==> config.mk <==
export PLATFORM = sky130hd
export DESIGN_NAME = spc_control_top
export DESIGN_NICKNAME = d
export VERILOG_FILES = /design/src/logic/spc_pkg.sv /design/src/logic/spc_eng_if.sv /design/src/logic/spc_control_top.sv /design/src/logic/spc_engine.sv
export VERILOG_INCLUDE_DIRS = /design/src /design/src/logic
export SDC_FILE = /design/constraint.sdc
export NUM_CORES = 1
export LEC_CHECK = 0
export ABC_AREA = 1
export BUFFER_PORTS_ARGS = -buffer_cell sky130_fd_sc_hd__buf_4
export CAP_MARGIN = 20
export CORE_MARGIN = 2
export CORE_UTILIZATION = 55
export CTS_BUF_LIST = sky130_fd_sc_hd__clkbuf_16
export CTS_CLUSTER_DIAMETER = 80
export CTS_CLUSTER_SIZE = 10
export DETAILED_ROUTE_END_ITERATION = 10
export PLACE_DENSITY = 0.76
export SYNTH_ARGS = -nofsm -noshare
export SYNTH_HDL_FRONTEND = slang
export SYNTH_HIERARCHICAL = 1
export SYNTH_SLANG_ARGS = --single-unit
==> constraint.sdc <==
create_clock -name clk_in -period 4.75 [get_ports clk_in]
set_input_delay 0.2375 -clock clk_in [delete_from_list [all_inputs] [get_ports clk_in]]
set_output_delay 0.2375 -clock clk_in [all_outputs]
set_load 0.01 [all_outputs]
==> src/logic/spc_cfg.svh <==
/*
  Register addresses, field positions, reset values and clock-rate
  multipliers of the serial port control block.
  Assumes a 32-bit APB with byte addresses; included by bare name.
*/
`ifndef SPC_CFG_SVH
`define SPC_CFG_SVH
`define SPC_CTRL_ADDR   32'h5000_1200
`define SPC_DATA0_ADDR  32'h5000_1204
`define SPC_DATA1_ADDR  32'h5000_1208
`define SPC_CLRINT_ADDR 32'h5000_120C
`define SPC_CLKDIV_ADDR 32'h5000_1210
`define SPC_STAT_ADDR   32'h5000_1214
`define SPC_MASK_ADDR   32'h5000_1218
`define SPC_B_EN_CTRL   15
`define SPC_B_MASK      14
`define SPC_B_FORCE     10
`define SPC_B_RST       9
`define SPC_B_ROLE      6
`define SPC_B_DOLVL     5
`define SPC_B_POL       2
`define SPC_B_PHA       1
`define SPC_B_ON        0
`define SPC_CTRL_RESET  16'h0000
`define SPC_CTRL_WMASK  16'hC7FF
`define SPC_DIV_RESET   8'h01
`define SPC_HALF_X8     16'h0004
`define SPC_HALF_X4     16'h0002
`define SPC_HALF_X2     16'h0001
`define SPC_HALF_X14    16'h0007
`endif

==> src/logic/spc_pkg.sv <==
/*
  Types and shared decode functions of the serial port control block.
  Assumes spc_cfg.svh is on the include path.
*/
`default_nettype none
package spc_pkg;
  `include "spc_cfg.svh"

  typedef enum logic [1:0] {
    SPC_W8  = 2'b00,
    SPC_W16 = 2'b01,
    SPC_W32 = 2'b10,
    SPC_W9  = 2'b11
  } spc_word_e;

  typedef enum logic {
    SPC_IDLE = 1'b0,
    SPC_XFER = 1'b1
  } spc_state_e;

  // Word length in bits; nine bits only as master
  function automatic logic [5:0] spc_word_bits(input logic [1:0] w, input logic slave);
    case (spc_word_e'(w))
      SPC_W8:  spc_word_bits = 6'h08;
      SPC_W16: spc_word_bits = 6'h10;
      SPC_W32: spc_word_bits = 6'h20;
      SPC_W9:  spc_word_bits = slave ? 6'h08 : 6'h09;
      default: spc_word_bits = 6'h08;
    endcase
  endfunction : spc_word_bits

  // Half serial period in system clocks; divider zero acts as one
  function automatic logic [15:0] spc_half(input logic [7:0] div, input logic [1:0] code);
    logic [15:0] d;
    logic [15:0] m;
    d = (div == 8'h00) ? 16'h0001 : {8'h00, div};
    case (code)
      2'b00:   m = `SPC_HALF_X8;
      2'b01:   m = `SPC_HALF_X4;
      2'b10:   m = `SPC_HALF_X2;
      default: m = `SPC_HALF_X14;
    endcase
    spc_half = d * m;
  endfunction : spc_half
endpackage : spc_pkg
`default_nettype wire

==> src/logic/spc_eng_if.sv <==
/*
  Signals between the control registers and the serial shift engine.
  Assumes both ends run on the same system clock.
*/
`timescale 1ns/10ps
`default_nettype none
interface spc_eng_if;
  logic        start;
  logic [31:0] tx_word;
  logic [5:0]  bits;
  logic        pol;
  logic        pha;
  logic        slave;
  logic        sel_ok;
  logic        sclk_pin;
  logic        sdi;
  logic        kill;
  logic [15:0] half;
  logic        busy;
  logic        done;
  logic        take;
  logic        dout;
  logic        sclk;
  logic [31:0] rx_word;

  modport ctl (output start, tx_word, bits, pol, pha, slave, sel_ok, sclk_pin, sdi, kill, half,
               input busy, done, take, dout, sclk, rx_word);
  modport eng (input start, tx_word, bits, pol, pha, slave, sel_ok, sclk_pin, sdi, kill, half,
               output busy, done, take, dout, sclk, rx_word);
endinterface : spc_eng_if
`default_nettype wire

==> src/logic/spc_control_top.sv <==
/*
  Control, status and register slave of the synchronous serial port,
  with one holding register each way and the shift engine below it.
  Assumes APB master on clk_in; serial pins synchronous to clk_in.
*/
// The APB slave port was chosen for this implementation.
`timescale 1ns/10ps
`default_nettype none
`include "spc_cfg.svh"
// Notes on behaviour
// Slave honours select pin only when enabled
// Interrupt forwarded only while mask bit set
// Done flag sticks until software clears it
// Data input readback delayed two clocks
// Transmit full flag while holding occupied
// Force bit drives output to level bit
// Idle output sits at level bit
// Soft reset acts like off, clock runs
// Word field picks 8, 16, 32, 9 bits; in the slave role the 9-bit code gives 8 bits
// Role bit: master or slave, first instance
// Clock rate is divider times 8,4,2,14
// Polarity sets serial clock idle level
// Phase picks launch and sample edges
// Off resets everything but control registers
// Master drains shift and holding before stopping
// Software sets on bit in separate write
// Any write to clear register clears flag
// One bit shifted each serial clock period
// Control fields reset to zero
module spc_control_top #(
  parameter int        DIV_W      = 8,
  parameter bit        FIRST_INST = 1'b1
) (
  input  wire logic        clk_in,
  input  wire logic        rst_n_in,
  input  wire logic        psel_in,
  input  wire logic        penable_in,
  input  wire logic        pwrite_in,
  input  wire logic [31:0] paddr_in,
  input  wire logic [31:0] pwdata_in,
  output var  logic [31:0] prdata_out,
  output var  logic        pready_out,
  output var  logic        pslverr_out,
  input  wire logic        sclk_in,
  output var  logic        sclk_out,
  output var  logic        sclk_oe_out,
  input  wire logic        sdi_in,
  output var  logic        sdo_out,
  input  wire logic        sel_n_in,
  output var  logic        irq_out
);
  import spc_pkg::*;

  spc_eng_if eng_if ();

  logic [15:0]      ctrl;
  logic [DIV_W-1:0] clk_div;
  logic [31:0]      hold;
  logic [15:0]      hold_hi;
  logic             hold_v;
  logic [31:0]      rx;
  logic [1:0]       st;
  logic             mask1;
  logic             di_s1;
  logic             di_s2;
  logic             slave;
  logic             kill;
  logic             acc;
  logic             wr;
  logic             mapped;
  logic             wr_ctrl;
  logic             wr_data0;
  logic             wr_data1;
  logic             wr_clr;
  logic             wr_div;
  logic             wr_stat;
  logic             wr_mask;
  logic             overrun;
  logic [31:0]      next_rdata;

  ////////////////////////////////////////////////////////////////////////////
  // Mode decode
  assign slave   = ctrl[`SPC_B_ROLE] & FIRST_INST;
  // Off drains a master first; slave and soft reset stop at once
  assign kill    = ctrl[`SPC_B_RST]
                 | (!ctrl[`SPC_B_ON] & (slave | (!eng_if.busy & !hold_v)));

  // Engine hookup
  assign eng_if.start    = hold_v;
  assign eng_if.tx_word  = hold;
  assign eng_if.bits     = spc_word_bits(ctrl[8:7], slave);
  assign eng_if.pol      = ctrl[`SPC_B_POL];
  assign eng_if.pha      = ctrl[`SPC_B_PHA];
  assign eng_if.slave    = slave;
  assign eng_if.sel_ok   = !ctrl[`SPC_B_EN_CTRL] | !sel_n_in;
  assign eng_if.sclk_pin = sclk_in;
  assign eng_if.sdi      = sdi_in;
  assign eng_if.kill     = kill;
  assign eng_if.half     = spc_half(8'(clk_div), ctrl[4:3]);

  spc_engine u_engine (
    .clk_in   (clk_in),
    .rst_n_in (rst_n_in),
    .e        (eng_if.eng)
  );

  ////////////////////////////////////////////////////////////////////////////
  // Bus decode; write lands on the edge that completes the access
  assign acc      = psel_in & penable_in & pready_out;
  assign wr       = acc & pwrite_in;
  assign mapped   = (paddr_in == `SPC_CTRL_ADDR) || (paddr_in == `SPC_DATA0_ADDR)
                 || (paddr_in == `SPC_DATA1_ADDR) || (paddr_in == `SPC_CLRINT_ADDR)
                 || (paddr_in == `SPC_CLKDIV_ADDR) || (paddr_in == `SPC_STAT_ADDR)
                 || (paddr_in == `SPC_MASK_ADDR);
  assign wr_ctrl  = wr && (paddr_in == `SPC_CTRL_ADDR);
  assign wr_data0 = wr && (paddr_in == `SPC_DATA0_ADDR);
  assign wr_data1 = wr && (paddr_in == `SPC_DATA1_ADDR);
  assign wr_clr   = wr && (paddr_in == `SPC_CLRINT_ADDR);
  assign wr_div   = wr && (paddr_in == `SPC_CLKDIV_ADDR);
  assign wr_stat  = wr && (paddr_in == `SPC_STAT_ADDR);
  assign wr_mask  = wr && (paddr_in == `SPC_MASK_ADDR);
  assign overrun  = wr_data0 && hold_v;

  // Read mux; clear register and unmapped read zero
  always_comb begin
    next_rdata = 32'h0000_0000;
    case (paddr_in)
      `SPC_CTRL_ADDR: begin
        next_rdata = {16'h0000, ctrl[15:14], st[0], di_s2, hold_v, ctrl[10:0]};
      end
      `SPC_DATA0_ADDR:  next_rdata = {16'h0000, rx[15:0]};
      `SPC_DATA1_ADDR:  next_rdata = {16'h0000, rx[31:16]};
      `SPC_CLRINT_ADDR: next_rdata = 32'h0000_0000;
      `SPC_CLKDIV_ADDR: next_rdata = 32'(clk_div);
      `SPC_STAT_ADDR:   next_rdata = {30'h0000_0000, st};
      `SPC_MASK_ADDR:   next_rdata = {30'h0000_0000, mask1, ctrl[`SPC_B_MASK]};
      default:          next_rdata = 32'h0000_0000;
    endcase
  end

  ////////////////////////////////////////////////////////////////////////////
  // One wait state per access: answer registered, so it is glitch free
  always_ff @(posedge clk_in or negedge rst_n_in) begin
    if (!rst_n_in) begin
      pready_out  <= 1'b0;
      prdata_out  <= 32'h0000_0000;
      pslverr_out <= 1'b0;
    end else begin
      pready_out  <= psel_in & penable_in & !pready_out;
      pslverr_out <= psel_in & penable_in & !pready_out & !mapped;
      if (psel_in & penable_in & !pready_out & !pwrite_in) begin
        prdata_out <= next_rdata;
      end
    end
  end

  ////////////////////////////////////////////////////////////////////////////
  // Control register; read-only bits stay out of storage
  always_ff @(posedge clk_in or negedge rst_n_in) begin
    if (!rst_n_in) begin
      ctrl <= `SPC_CTRL_RESET;
    end else if (wr_ctrl) begin
      ctrl <= pwdata_in[15:0] & `SPC_CTRL_WMASK;
    end else if (wr_mask) begin
      ctrl[`SPC_B_MASK] <= pwdata_in[0];
    end
  end

  // Divider and overrun mask survive switch-off like control
  always_ff @(posedge clk_in or negedge rst_n_in) begin
    if (!rst_n_in) begin
      clk_div <= DIV_W'(`SPC_DIV_RESET);
      mask1   <= 1'b0;
    end else begin
      if (wr_div) begin
        clk_div <= pwdata_in[DIV_W-1:0];
      end
      if (wr_mask) begin
        mask1 <= pwdata_in[1];
      end
    end
  end

  ////////////////////////////////////////////////////////////////////////////
  // Transmit holding: high half staged first, low half commits the word
  always_ff @(posedge clk_in or negedge rst_n_in) begin
    if (!rst_n_in) begin
      hold    <= 32'h0000_0000;
      hold_hi <= 16'h0000;
      hold_v  <= 1'b0;
    end else if (kill) begin
      hold_hi <= 16'h0000;
      hold_v  <= 1'b0;
    end else begin
      if (wr_data1) begin
        hold_hi <= pwdata_in[15:0];
      end
      if (wr_data0 && !hold_v) begin
        hold   <= {(ctrl[8:7] == SPC_W32) ? hold_hi : 16'h0000, pwdata_in[15:0]};
        hold_v <= 1'b1;
      end else if (eng_if.take) begin
        hold_v <= 1'b0;
      end
    end
  end

  // Receive word kept until the next one lands or kill clears it
  always_ff @(posedge clk_in or negedge rst_n_in) begin
    if (!rst_n_in) begin
      rx <= 32'h0000_0000;
    end else if (kill) begin
      rx <= 32'h0000_0000;
    end else if (eng_if.done) begin
      rx <= eng_if.rx_word;
    end
  end

  ////////////////////////////////////////////////////////////////////////////
  // Sticky events; a set in the clear cycle wins
  always_ff @(posedge clk_in or negedge rst_n_in) begin
    if (!rst_n_in) begin
      st <= 2'b00;
    end else if (kill) begin
      st <= 2'b00;
    end else begin
      if (eng_if.done) begin
        st[0] <= 1'b1;
      end else if (wr_clr || (wr_stat && pwdata_in[0])) begin
        st[0] <= 1'b0;
      end
      if (overrun) begin
        st[1] <= 1'b1;
      end else if (wr_stat && pwdata_in[1]) begin
        st[1] <= 1'b0;
      end
    end
  end

  // Level interrupt, gated by the mask bits
  always_ff @(posedge clk_in or negedge rst_n_in) begin
    if (!rst_n_in) begin
      irq_out <= 1'b0;
    end else begin
      irq_out <= (st[0] & ctrl[`SPC_B_MASK]) | (st[1] & mask1);
    end
  end

  // Input pin readback pipeline, two stages deep
  always_ff @(posedge clk_in or negedge rst_n_in) begin
    if (!rst_n_in) begin
      di_s1 <= 1'b0;
      di_s2 <= 1'b0;
    end else begin
      di_s1 <= sdi_in;
      di_s2 <= di_s1;
    end
  end

  ////////////////////////////////////////////////////////////////////////////
  // Pin drivers, registered; costs one clock of latency on each pin
  always_ff @(posedge clk_in or negedge rst_n_in) begin
    if (!rst_n_in) begin
      sclk_out    <= 1'b0;
      sclk_oe_out <= 1'b0;
      sdo_out     <= 1'b0;
    end else begin
      sclk_out    <= slave ? ctrl[`SPC_B_POL] : eng_if.sclk;
      sclk_oe_out <= !slave;
      if (ctrl[`SPC_B_FORCE]) begin
        sdo_out <= ctrl[`SPC_B_DOLVL];
      end else if (!eng_if.busy) begin
        sdo_out <= ctrl[`SPC_B_DOLVL];
      end else begin
        sdo_out <= eng_if.dout;
      end
    end
  end

  ////////////////////////////////////////////////////////////////////////////
  // Checks
  a_irq_gated: assert property (@(posedge clk_in) disable iff (!rst_n_in)
    (!ctrl[`SPC_B_MASK] && !mask1) |=> !irq_out)
    else $error("interrupt raised while masked");
  a_done_sticks: assert property (@(posedge clk_in) disable iff (!rst_n_in)
    (eng_if.done && !kill) |=> st[0] ##1 (st[0] || $past(wr_clr || wr_stat || kill)))
    else $error("done flag lost");
  a_clear_flag: assert property (@(posedge clk_in) disable iff (!rst_n_in)
    (wr_clr && !eng_if.done) |=> !st[0])
    else $error("clear write left flag set");
  a_di_delay: assert property (@(posedge clk_in) disable iff (!rst_n_in)
    ##2 (di_s2 == $past(sdi_in, 2)))
    else $error("readback not two clocks behind pin");
  a_txfull_read: assert property (@(posedge clk_in) disable iff (!rst_n_in)
    (psel_in && penable_in && !pready_out && !pwrite_in && paddr_in == `SPC_CTRL_ADDR)
      |=> (prdata_out[11] == $past(hold_v)))
    else $error("full flag read wrong");
  a_force_do: assert property (@(posedge clk_in) disable iff (!rst_n_in)
    ctrl[`SPC_B_FORCE] |=> (sdo_out == $past(ctrl[`SPC_B_DOLVL])))
    else $error("forced output level wrong");
  a_idle_do: assert property (@(posedge clk_in) disable iff (!rst_n_in)
    (!eng_if.busy && !ctrl[`SPC_B_FORCE]) |=> (sdo_out == $past(ctrl[`SPC_B_DOLVL])))
    else $error("idle output level wrong");
  a_soft_reset: assert property (@(posedge clk_in) disable iff (!rst_n_in)
    ctrl[`SPC_B_RST] |=> (!eng_if.busy && !hold_v && st == 2'b00))
    else $error("soft reset left state");
  a_slave_arm: assert property (@(posedge clk_in) disable iff (!rst_n_in)
    (slave && !ctrl[`SPC_B_EN_CTRL] && !eng_if.busy && !kill) |=> eng_if.busy)
    else $error("slave did not ignore select pin");
  a_off_drain: assert property (@(posedge clk_in) disable iff (!rst_n_in)
    (!ctrl[`SPC_B_ON] && !ctrl[`SPC_B_RST] && !slave && eng_if.busy && !eng_if.done)
      |=> (eng_if.busy || eng_if.done))
    else $error("master stopped before draining");
  a_off_reset: assert property (@(posedge clk_in) disable iff (!rst_n_in)
    (!ctrl[`SPC_B_ON] && (slave || (!eng_if.busy && !hold_v))) |=> (st == 2'b00 && !eng_if.busy))
    else $error("switch-off did not reset state");

  c_master_word: cover property (@(posedge clk_in) disable iff (!rst_n_in) eng_if.done && !slave);
  c_slave_word: cover property (@(posedge clk_in) disable iff (!rst_n_in) eng_if.done && slave);
  c_overrun: cover property (@(posedge clk_in) disable iff (!rst_n_in) overrun);
  c_irq: cover property (@(posedge clk_in) disable iff (!rst_n_in) irq_out);
endmodule : spc_control_top
`default_nettype wire

==> src/logic/spc_engine.sv <==
/*
  Serial shift engine: rate divider, clock edges, launch and sample.
  Assumes serial pins already synchronous to clk_in.
*/
`timescale 1ns/10ps
`default_nettype none
module spc_engine (
  input wire logic clk_in,
  input wire logic rst_n_in,
  spc_eng_if.eng   e
);
  import spc_pkg::*;

  spc_state_e  state;
  logic [15:0] cnt;
  logic [6:0]  ecnt;
  logic [6:0]  last;
  logic [31:0] txsh;
  logic [31:0] rxsh;
  logic        sclk_q;
  logic        tick;
  logic        edge_ev;
  logic        sample;
  logic        launch;

  // Edge decode; even edges are leading
  assign tick    = (cnt >= e.half - 16'h0001);
  assign last    = {e.bits, 1'b0} - 7'h01;
  assign sample  = (ecnt[0] == e.pha);
  assign launch  = !sample && (ecnt != 7'h00);
  assign edge_ev = (state == SPC_XFER) && (e.slave ? (e.sel_ok && sclk_q != e.sclk_pin) : tick);
  assign e.busy  = (state == SPC_XFER);
  assign e.dout  = txsh[5'(e.bits - 6'h01)];           // Msb first

  ////////////////////////////////////////////////////////////////////////////
  // Divider runs even under soft reset, so the internal clock never stops
  always_ff @(posedge clk_in or negedge rst_n_in) begin
    if (!rst_n_in) begin
      cnt <= 16'h0000;
    end else if (tick) begin
      cnt <= 16'h0000;
    end else begin
      cnt <= cnt + 16'h0001;
    end
  end

  // Previous slave clock level for edge detect
  always_ff @(posedge clk_in or negedge rst_n_in) begin
    if (!rst_n_in) begin
      sclk_q <= 1'b0;
    end else begin
      sclk_q <= e.sclk_pin;
    end
  end

  ////////////////////////////////////////////////////////////////////////////
  // Transfer sequencing
  always_ff @(posedge clk_in or negedge rst_n_in) begin
    if (!rst_n_in) begin
      state     <= SPC_IDLE;
      ecnt      <= 7'h00;
      txsh      <= 32'h0000_0000;
      rxsh      <= 32'h0000_0000;
      e.sclk    <= 1'b0;
      e.done    <= 1'b0;
      e.take    <= 1'b0;
      e.rx_word <= 32'h0000_0000;
    end else begin
      e.done <= 1'b0;
      e.take <= 1'b0;
      if (e.kill || (e.busy && e.slave && !e.sel_ok)) begin
        state  <= SPC_IDLE;
        ecnt   <= 7'h00;
        e.sclk <= e.pol;
      end else if (state == SPC_IDLE) begin
        e.sclk <= e.pol;
        ecnt   <= 7'h00;
        if (e.slave ? e.sel_ok : e.start) begin
          state  <= SPC_XFER;
          txsh   <= e.start ? e.tx_word : 32'h0000_0000;
          rxsh   <= 32'h0000_0000;
          e.take <= e.start;
        end
      end else if (edge_ev) begin
        e.sclk <= ~e.sclk;
        ecnt   <= ecnt + 7'h01;
        if (sample) begin
          rxsh <= {rxsh[30:0], e.sdi};
        end
        if (launch) begin
          txsh <= {txsh[30:0], 1'b0};
        end
        if (ecnt == last) begin
          state     <= SPC_IDLE;
          e.done    <= 1'b1;
          e.rx_word <= sample ? {rxsh[30:0], e.sdi} : rxsh;
        end
      end
    end
  end

  ////////////////////////////////////////////////////////////////////////////
  // Checks
  a_sclk_idle_lvl: assert property (@(posedge clk_in) disable iff (!rst_n_in)
    (state == SPC_IDLE) |=> (e.sclk == $past(e.pol)))
    else $error("serial clock not at idle level");
  a_word_end: assert property (@(posedge clk_in) disable iff (!rst_n_in)
    (edge_ev && ecnt == last && !e.kill && !(e.slave && !e.sel_ok)) |=> (state == SPC_IDLE && e.done))
    else $error("word did not end after its last edge");
  a_sample_edge: assert property (@(posedge clk_in) disable iff (!rst_n_in)
    (edge_ev && sample && ecnt != last && !e.kill && !(e.slave && !e.sel_ok)) |=> (rxsh[0] == $past(e.sdi)))
    else $error("input bit not captured on sample edge");
endmodule : spc_engine
`default_nettype wire

==> results.md <==
Outcome:
- The run finished, with violations left.
- The final reports fail on setup timing.

Worst hold path:
- The worst hold path passes through 3 cells.
- The destination of the worst hold path is pslverr_out.
- The launch instance of the worst min-delay path is paddr_in[2].
- The worst min-delay path class is in -> reg.

Synth:
- Counting flops and latches in the post-synthesis netlist gives 253.
- Yosys attributes the largest share of cell area to sky130_fd_sc_hd__dfrtp_1 45%, sky130_fd_sc_hd__nand2_1 20%, sky130_fd_sc_hd__nand3_1 7.0%.
- The most frequent cell after synthesis is sky130_fd_sc_hd__nand2_1.
- The cell area after technology mapping is 13900 sq um.
- The fraction of synthesis flops using an asynchronous set or reset pin is 1.00.
- The commonest cells after synthesis are 729 x sky130_fd_sc_hd__nand2_1, 252 x sky130_fd_sc_hd__dfrtp_1, 193 x sky130_fd_sc_hd__nand3_1.
- The synthesized netlist cell count is 1823.
- The biggest area contributor in the post-synthesis netlist is sky130_fd_sc_hd__dfrtp_1.
- The synthesized design contains 0 enable-type register cells.
- The register area share after synthesis is 0.456.
- For this run, the number of Yosys warnings is 6.
- Of the post-synthesis cell area, the dominant cell type holds 0.454.
- After synthesis, the mean cell area works out to 7.61 sq um.
- The most common flop cell mapped by yosys is sky130_fd_sc_hd__dfrtp_1.
- The post-synthesis cell type count is 50.

Setup path:
- The number of cells on the worst reg-to-reg path is 29.
- The cell seen most often among critical-path stages is sky130_fd_sc_hd__nand3_2.
- The startpoint of the worst register-to-register path is clk_div[2].
- The critical path class is reg -> reg.
- The highest cell delay on the worst timing path is 0.54 ns.
- The maximum fanout along the worst path is 7.
- The worst path arrival time is 5.47 ns.
- Data on the critical path is required at its endpoint by 5.18 ns.
- The kind of start point of the critical path is a flip-flop.
- The slowest library cell on the worst path is sky130_fd_sc_hd__fa_1.
- The register-to-register setup slack is -0.29 ns.
- STA classifies the critical path endpoint as a flip-flop.
- The worst flop-to-flop path endpoint is u_engine/e.rx_word[12].

Timing:
- In the finished design, the share of the clock period the worst path needs comes to 1.06.
- After layout, the worst setup slack is -0.291 ns.
- Between clock sinks in the finished design, the worst skew comes to 0.0127 ns.
- After layout, the minimum clock period comes to 5.04 ns.
- The number of failing setup endpoints in the final timing report is 106.
- The final number of hold-violating endpoints is 0.
- Setup repair after global routing could not meet its margin everywhere.
- The worst slew margin relative to its limit is 0.304.
- The actual slew at the worst max-slew pin is 1.04 ns.
- For this run, the top clock speed supported by timing is 198 MHz.
- The final-report max-slew violation count was 0.

Cells and area:
- The number of inserted diodes is 0.
- In the final layout, the share of cells above drive strength 1 is 0.149.
- Once layout is done, the placed cells without fillers occupy 16600 sq um.
- Counting the fill cells in the layout gives 2008.
- From synthesis to final layout, the design area changed by 19.9%.
- The number of nets at the end of the flow is 2099.

Placed design:
- The count of port buffers added during placement is 77.
- Summing all placed instances gives a cell area of 15000 sq um.
- The last weighted congestion value of the routability-driven placer is 0.851.
- Before CTS, the worst setup slack after placement is -0.487 ns.
- The wire-length estimate of the detail-placed layout is 23900 um.

Route:
- Dividing the detail-routed via count by the number of cells gives 5.54.
- The number of design-rule violations left by the first detailed-router iteration is 1521.
- The detail-routed net length per standard cell is 16.5 um.
- The remaining number of nets flagged by the antenna check after routing is 0.
- Before antenna repair, the detailed router went through 5 iterations.
- The final layout contains routed wiring with a total length of 38400 um.
- The DRC violation count after routing is 0.
- The detailed router placed 12858 vias in this run.

Floorplan:
- The floorplan die height is 163 um.
- The floorplan has 58 rows.
- The die covers 26500 sq um.
- Measured along the x axis, the die boundary spans 163 um.
- The total area inside the core boundary comes to 25000 sq um.
- The initial cell density of the core is 0.556.
- 110 I/O pins were placed.

Global routing:
- For this run the aggregate overflow at the end of global routing stands at 0.
- Across every metal layer, demand over resource in global routing totals 0.284.
- The pin count of the biggest net entering global routing is 106.
- The first global-routing pass estimated 61200 um of wire.
- The initial antenna violation count is 0.
- The number of global-route vias before repair is 12526.

Clocking:
- At the later pin of the worst-skew pair, clock insertion delay measures 0.55 ns.
- TritonCTS built the clock tree.
- The number of buffers created by CTS is 29.
- The number of buffers on the longest clock path is 3.
- The number of H-tree branching levels is 1.
- After clock tree synthesis, the clock-pin slew on the worst setup and hold paths is 0.06 ns.
- The clock tree root driver cell is sky130_fd_sc_hd__clkbuf_16.
- The sink count of the clock tree is 253.

Power:
- The share of total power dissipated in sequential elements is 0.492.
- The part of the total power dissipated in the clock network is 0.429.
- The fraction of power spent switching nets is 0.246.
- The internal power consumption is 3.42 mW.
- Power spread over the standard cell area amounts to 272 nW/um^2.
- The net switching power is 1.11 mW.
- Across the VDD grid, the largest voltage drop is 0.000261 V.
- The share of total power dissipated in combinational logic is 0.079.
- For this design the static power due to leakage is 9.07 nW.

Job:
- The tool flagged a number of max-cap violations equal to 0.
[cell usage in the layout (no fill, tap or decap), types with 7 or more instances in the layout]
cell / Yosys / routed
sky130_fd_sc_hd__a21oi_1: 36 / 34
sky130_fd_sc_hd__nand2_2: 6 / 18
sky130_fd_sc_hd__dlygate4sd3_1: 0 / 21
sky130_fd_sc_hd__dfrtp_1: 252 / 252
sky130_fd_sc_hd__xor2_1: 18 / 18
sky130_fd_sc_hd__inv_2: 9 / 17
sky130_fd_sc_hd__nand2_1: 729 / 712
sky130_fd_sc_hd__nor2_2: 6 / 12
sky130_fd_sc_hd__clkbuf_16: 0 / 35
sky130_fd_sc_hd__conb_1: 1 / 31
sky130_fd_sc_hd__nor2_4: 8 / 8
sky130_fd_sc_hd__nand4_1: 43 / 43
sky130_fd_sc_hd__inv_1: 147 / 149
sky130_fd_sc_hd__buf_12: 0 / 7
sky130_fd_sc_hd__o21ai_1: 16 / 17
sky130_fd_sc_hd__o21ai_0: 80 / 76
sky130_fd_sc_hd__ha_1: 39 / 35
sky130_fd_sc_hd__nor2_1: 66 / 60
sky130_fd_sc_hd__xnor2_1: 15 / 15
sky130_fd_sc_hd__nand3_1: 193 / 189
sky130_fd_sc_hd__nor3_1: 12 / 11
sky130_fd_sc_hd__buf_6: 10 / 8
sky130_fd_sc_hd__buf_4: 26 / 148
[kinds of logic (layout without fill, tap and decap cells)]
group / after synthesis / in the layout / synth area share
simple gates: 1086 / 1086 / 0.334
buf+inv: 255 / 393 / 0.0843
flops: 253 / 253 / 0.456
compound gates: 144 / 144 / 0.0546
fa+ha+maj: 46 / 46 / 0.0453
xor+xnor: 34 / 34 / 0.0220
mux: 4 / 4 / 0.00289
other cells: 1 / 31 / 0.000270
[area by class of cell]
class                   count  area, sq um  share of cell area
clock inverters            12         55.1             0.00331
flip-flops and latches    253         6330               0.380
inverters                 157          592              0.0356
multi-input cells        1345         6700               0.402
repair buffers            195         1830               0.110
well taps                 330          413              0.0248
clock buffers              29          726              0.0436
[sequential cells by signal, summed over array words and instances (netlist names), 2 cells and up]
signal              count
hold_hi                16
u_engine/e.rx_word     32
prdata_out             16
rx                     32
clk_div                 8
eng_if.tx_word         32
u_engine/ecnt           7
ctrl                   13
u_engine/rxsh          32
st                      2
u_engine/cnt           16
u_engine/txsh          32
[per-layer routing]
metal	track usage	routed length (um)	vias up
li1	-	-	6057
met1	0.361	15500	6162
met2	0.497	18900	542
met3	0.0357	2560	97
met4	0.108	1410	0
met5	0	0	-
[what timing repair did]
action | in CTS | in global routing
setup buffers | 17 | 2
endpoints found under the hold margin | 133 | 0
hold buffers | 21 | 0
cloned | 4 | 8
gates resized for setup | 55 | 17
pin swaps | 10 | 8
endpoints found under the setup margin | 114 | 122
[critical path: cells and delay by family, from the launching register on]
family | cells | cell delay, ns
simple gates | 15 | 1.89
compound gates | 4 | 0.48
xor+xnor | 2 | 0.26
flops | 1 | 0.40
buf+inv | 4 | 0.49
fa+ha+maj | 4 | 1.39
[worst max-delay path by stage]
| stage | start | slack (ns) | end |
|---|---|---|---|
| 6_report | clk_div[2] | -0.29 | u_engine/e.rx_word[12] |
| 5_1_grt | clk_div[2] | -0.59 | u_engine/e.rx_word[1] |
| 4_1_cts | clk_div[2] | -0.09 | u_engine/e.rx_word[3] |
| 3_5_place_dp | clk_div[3] | -0.49 | u_engine/e.rx_word[15] |
| 3_3_place_gp | clk_div[4] | -0.38 | u_engine/rxsh[31] |
| 2_1_floorplan | ctrl[3] | 0.02 | u_engine/e.rx_word[23] |
[metrics by stage]
stage	setup TNS, ns	total power, mW	instances	hold slack, ns	util
3_5_place_dp	-47.35	2.60	2228	0.315	0.600
2_1_floorplan	0	2.46	1853	-0.0581	-
6_report	-19.16	4.53	2321	0.0360	0.667
4_1_cts	-2.55	4.54	2311	0.0124	0.657
3_3_place_gp	-35.47	2.59	2228	0.316	0.600
5_1_grt	-55.83	4.69	2321	0.0364	0.667
[power groups by stage]
stage | Sequential, mW | Clock, mW | Combinational, mW
finish | 2.23 | 1.94 | 0.357
global route | 2.23 | 2.04 | 0.411
CTS | 2.23 | 1.96 | 0.356
detailed placement | 2.27 | 0 | 0.337
global placement | 2.27 | 0 | 0.323
floorplan | 2.26 | 0 | 0.205
No activity file was read; power rests on OpenSTA's default activity.
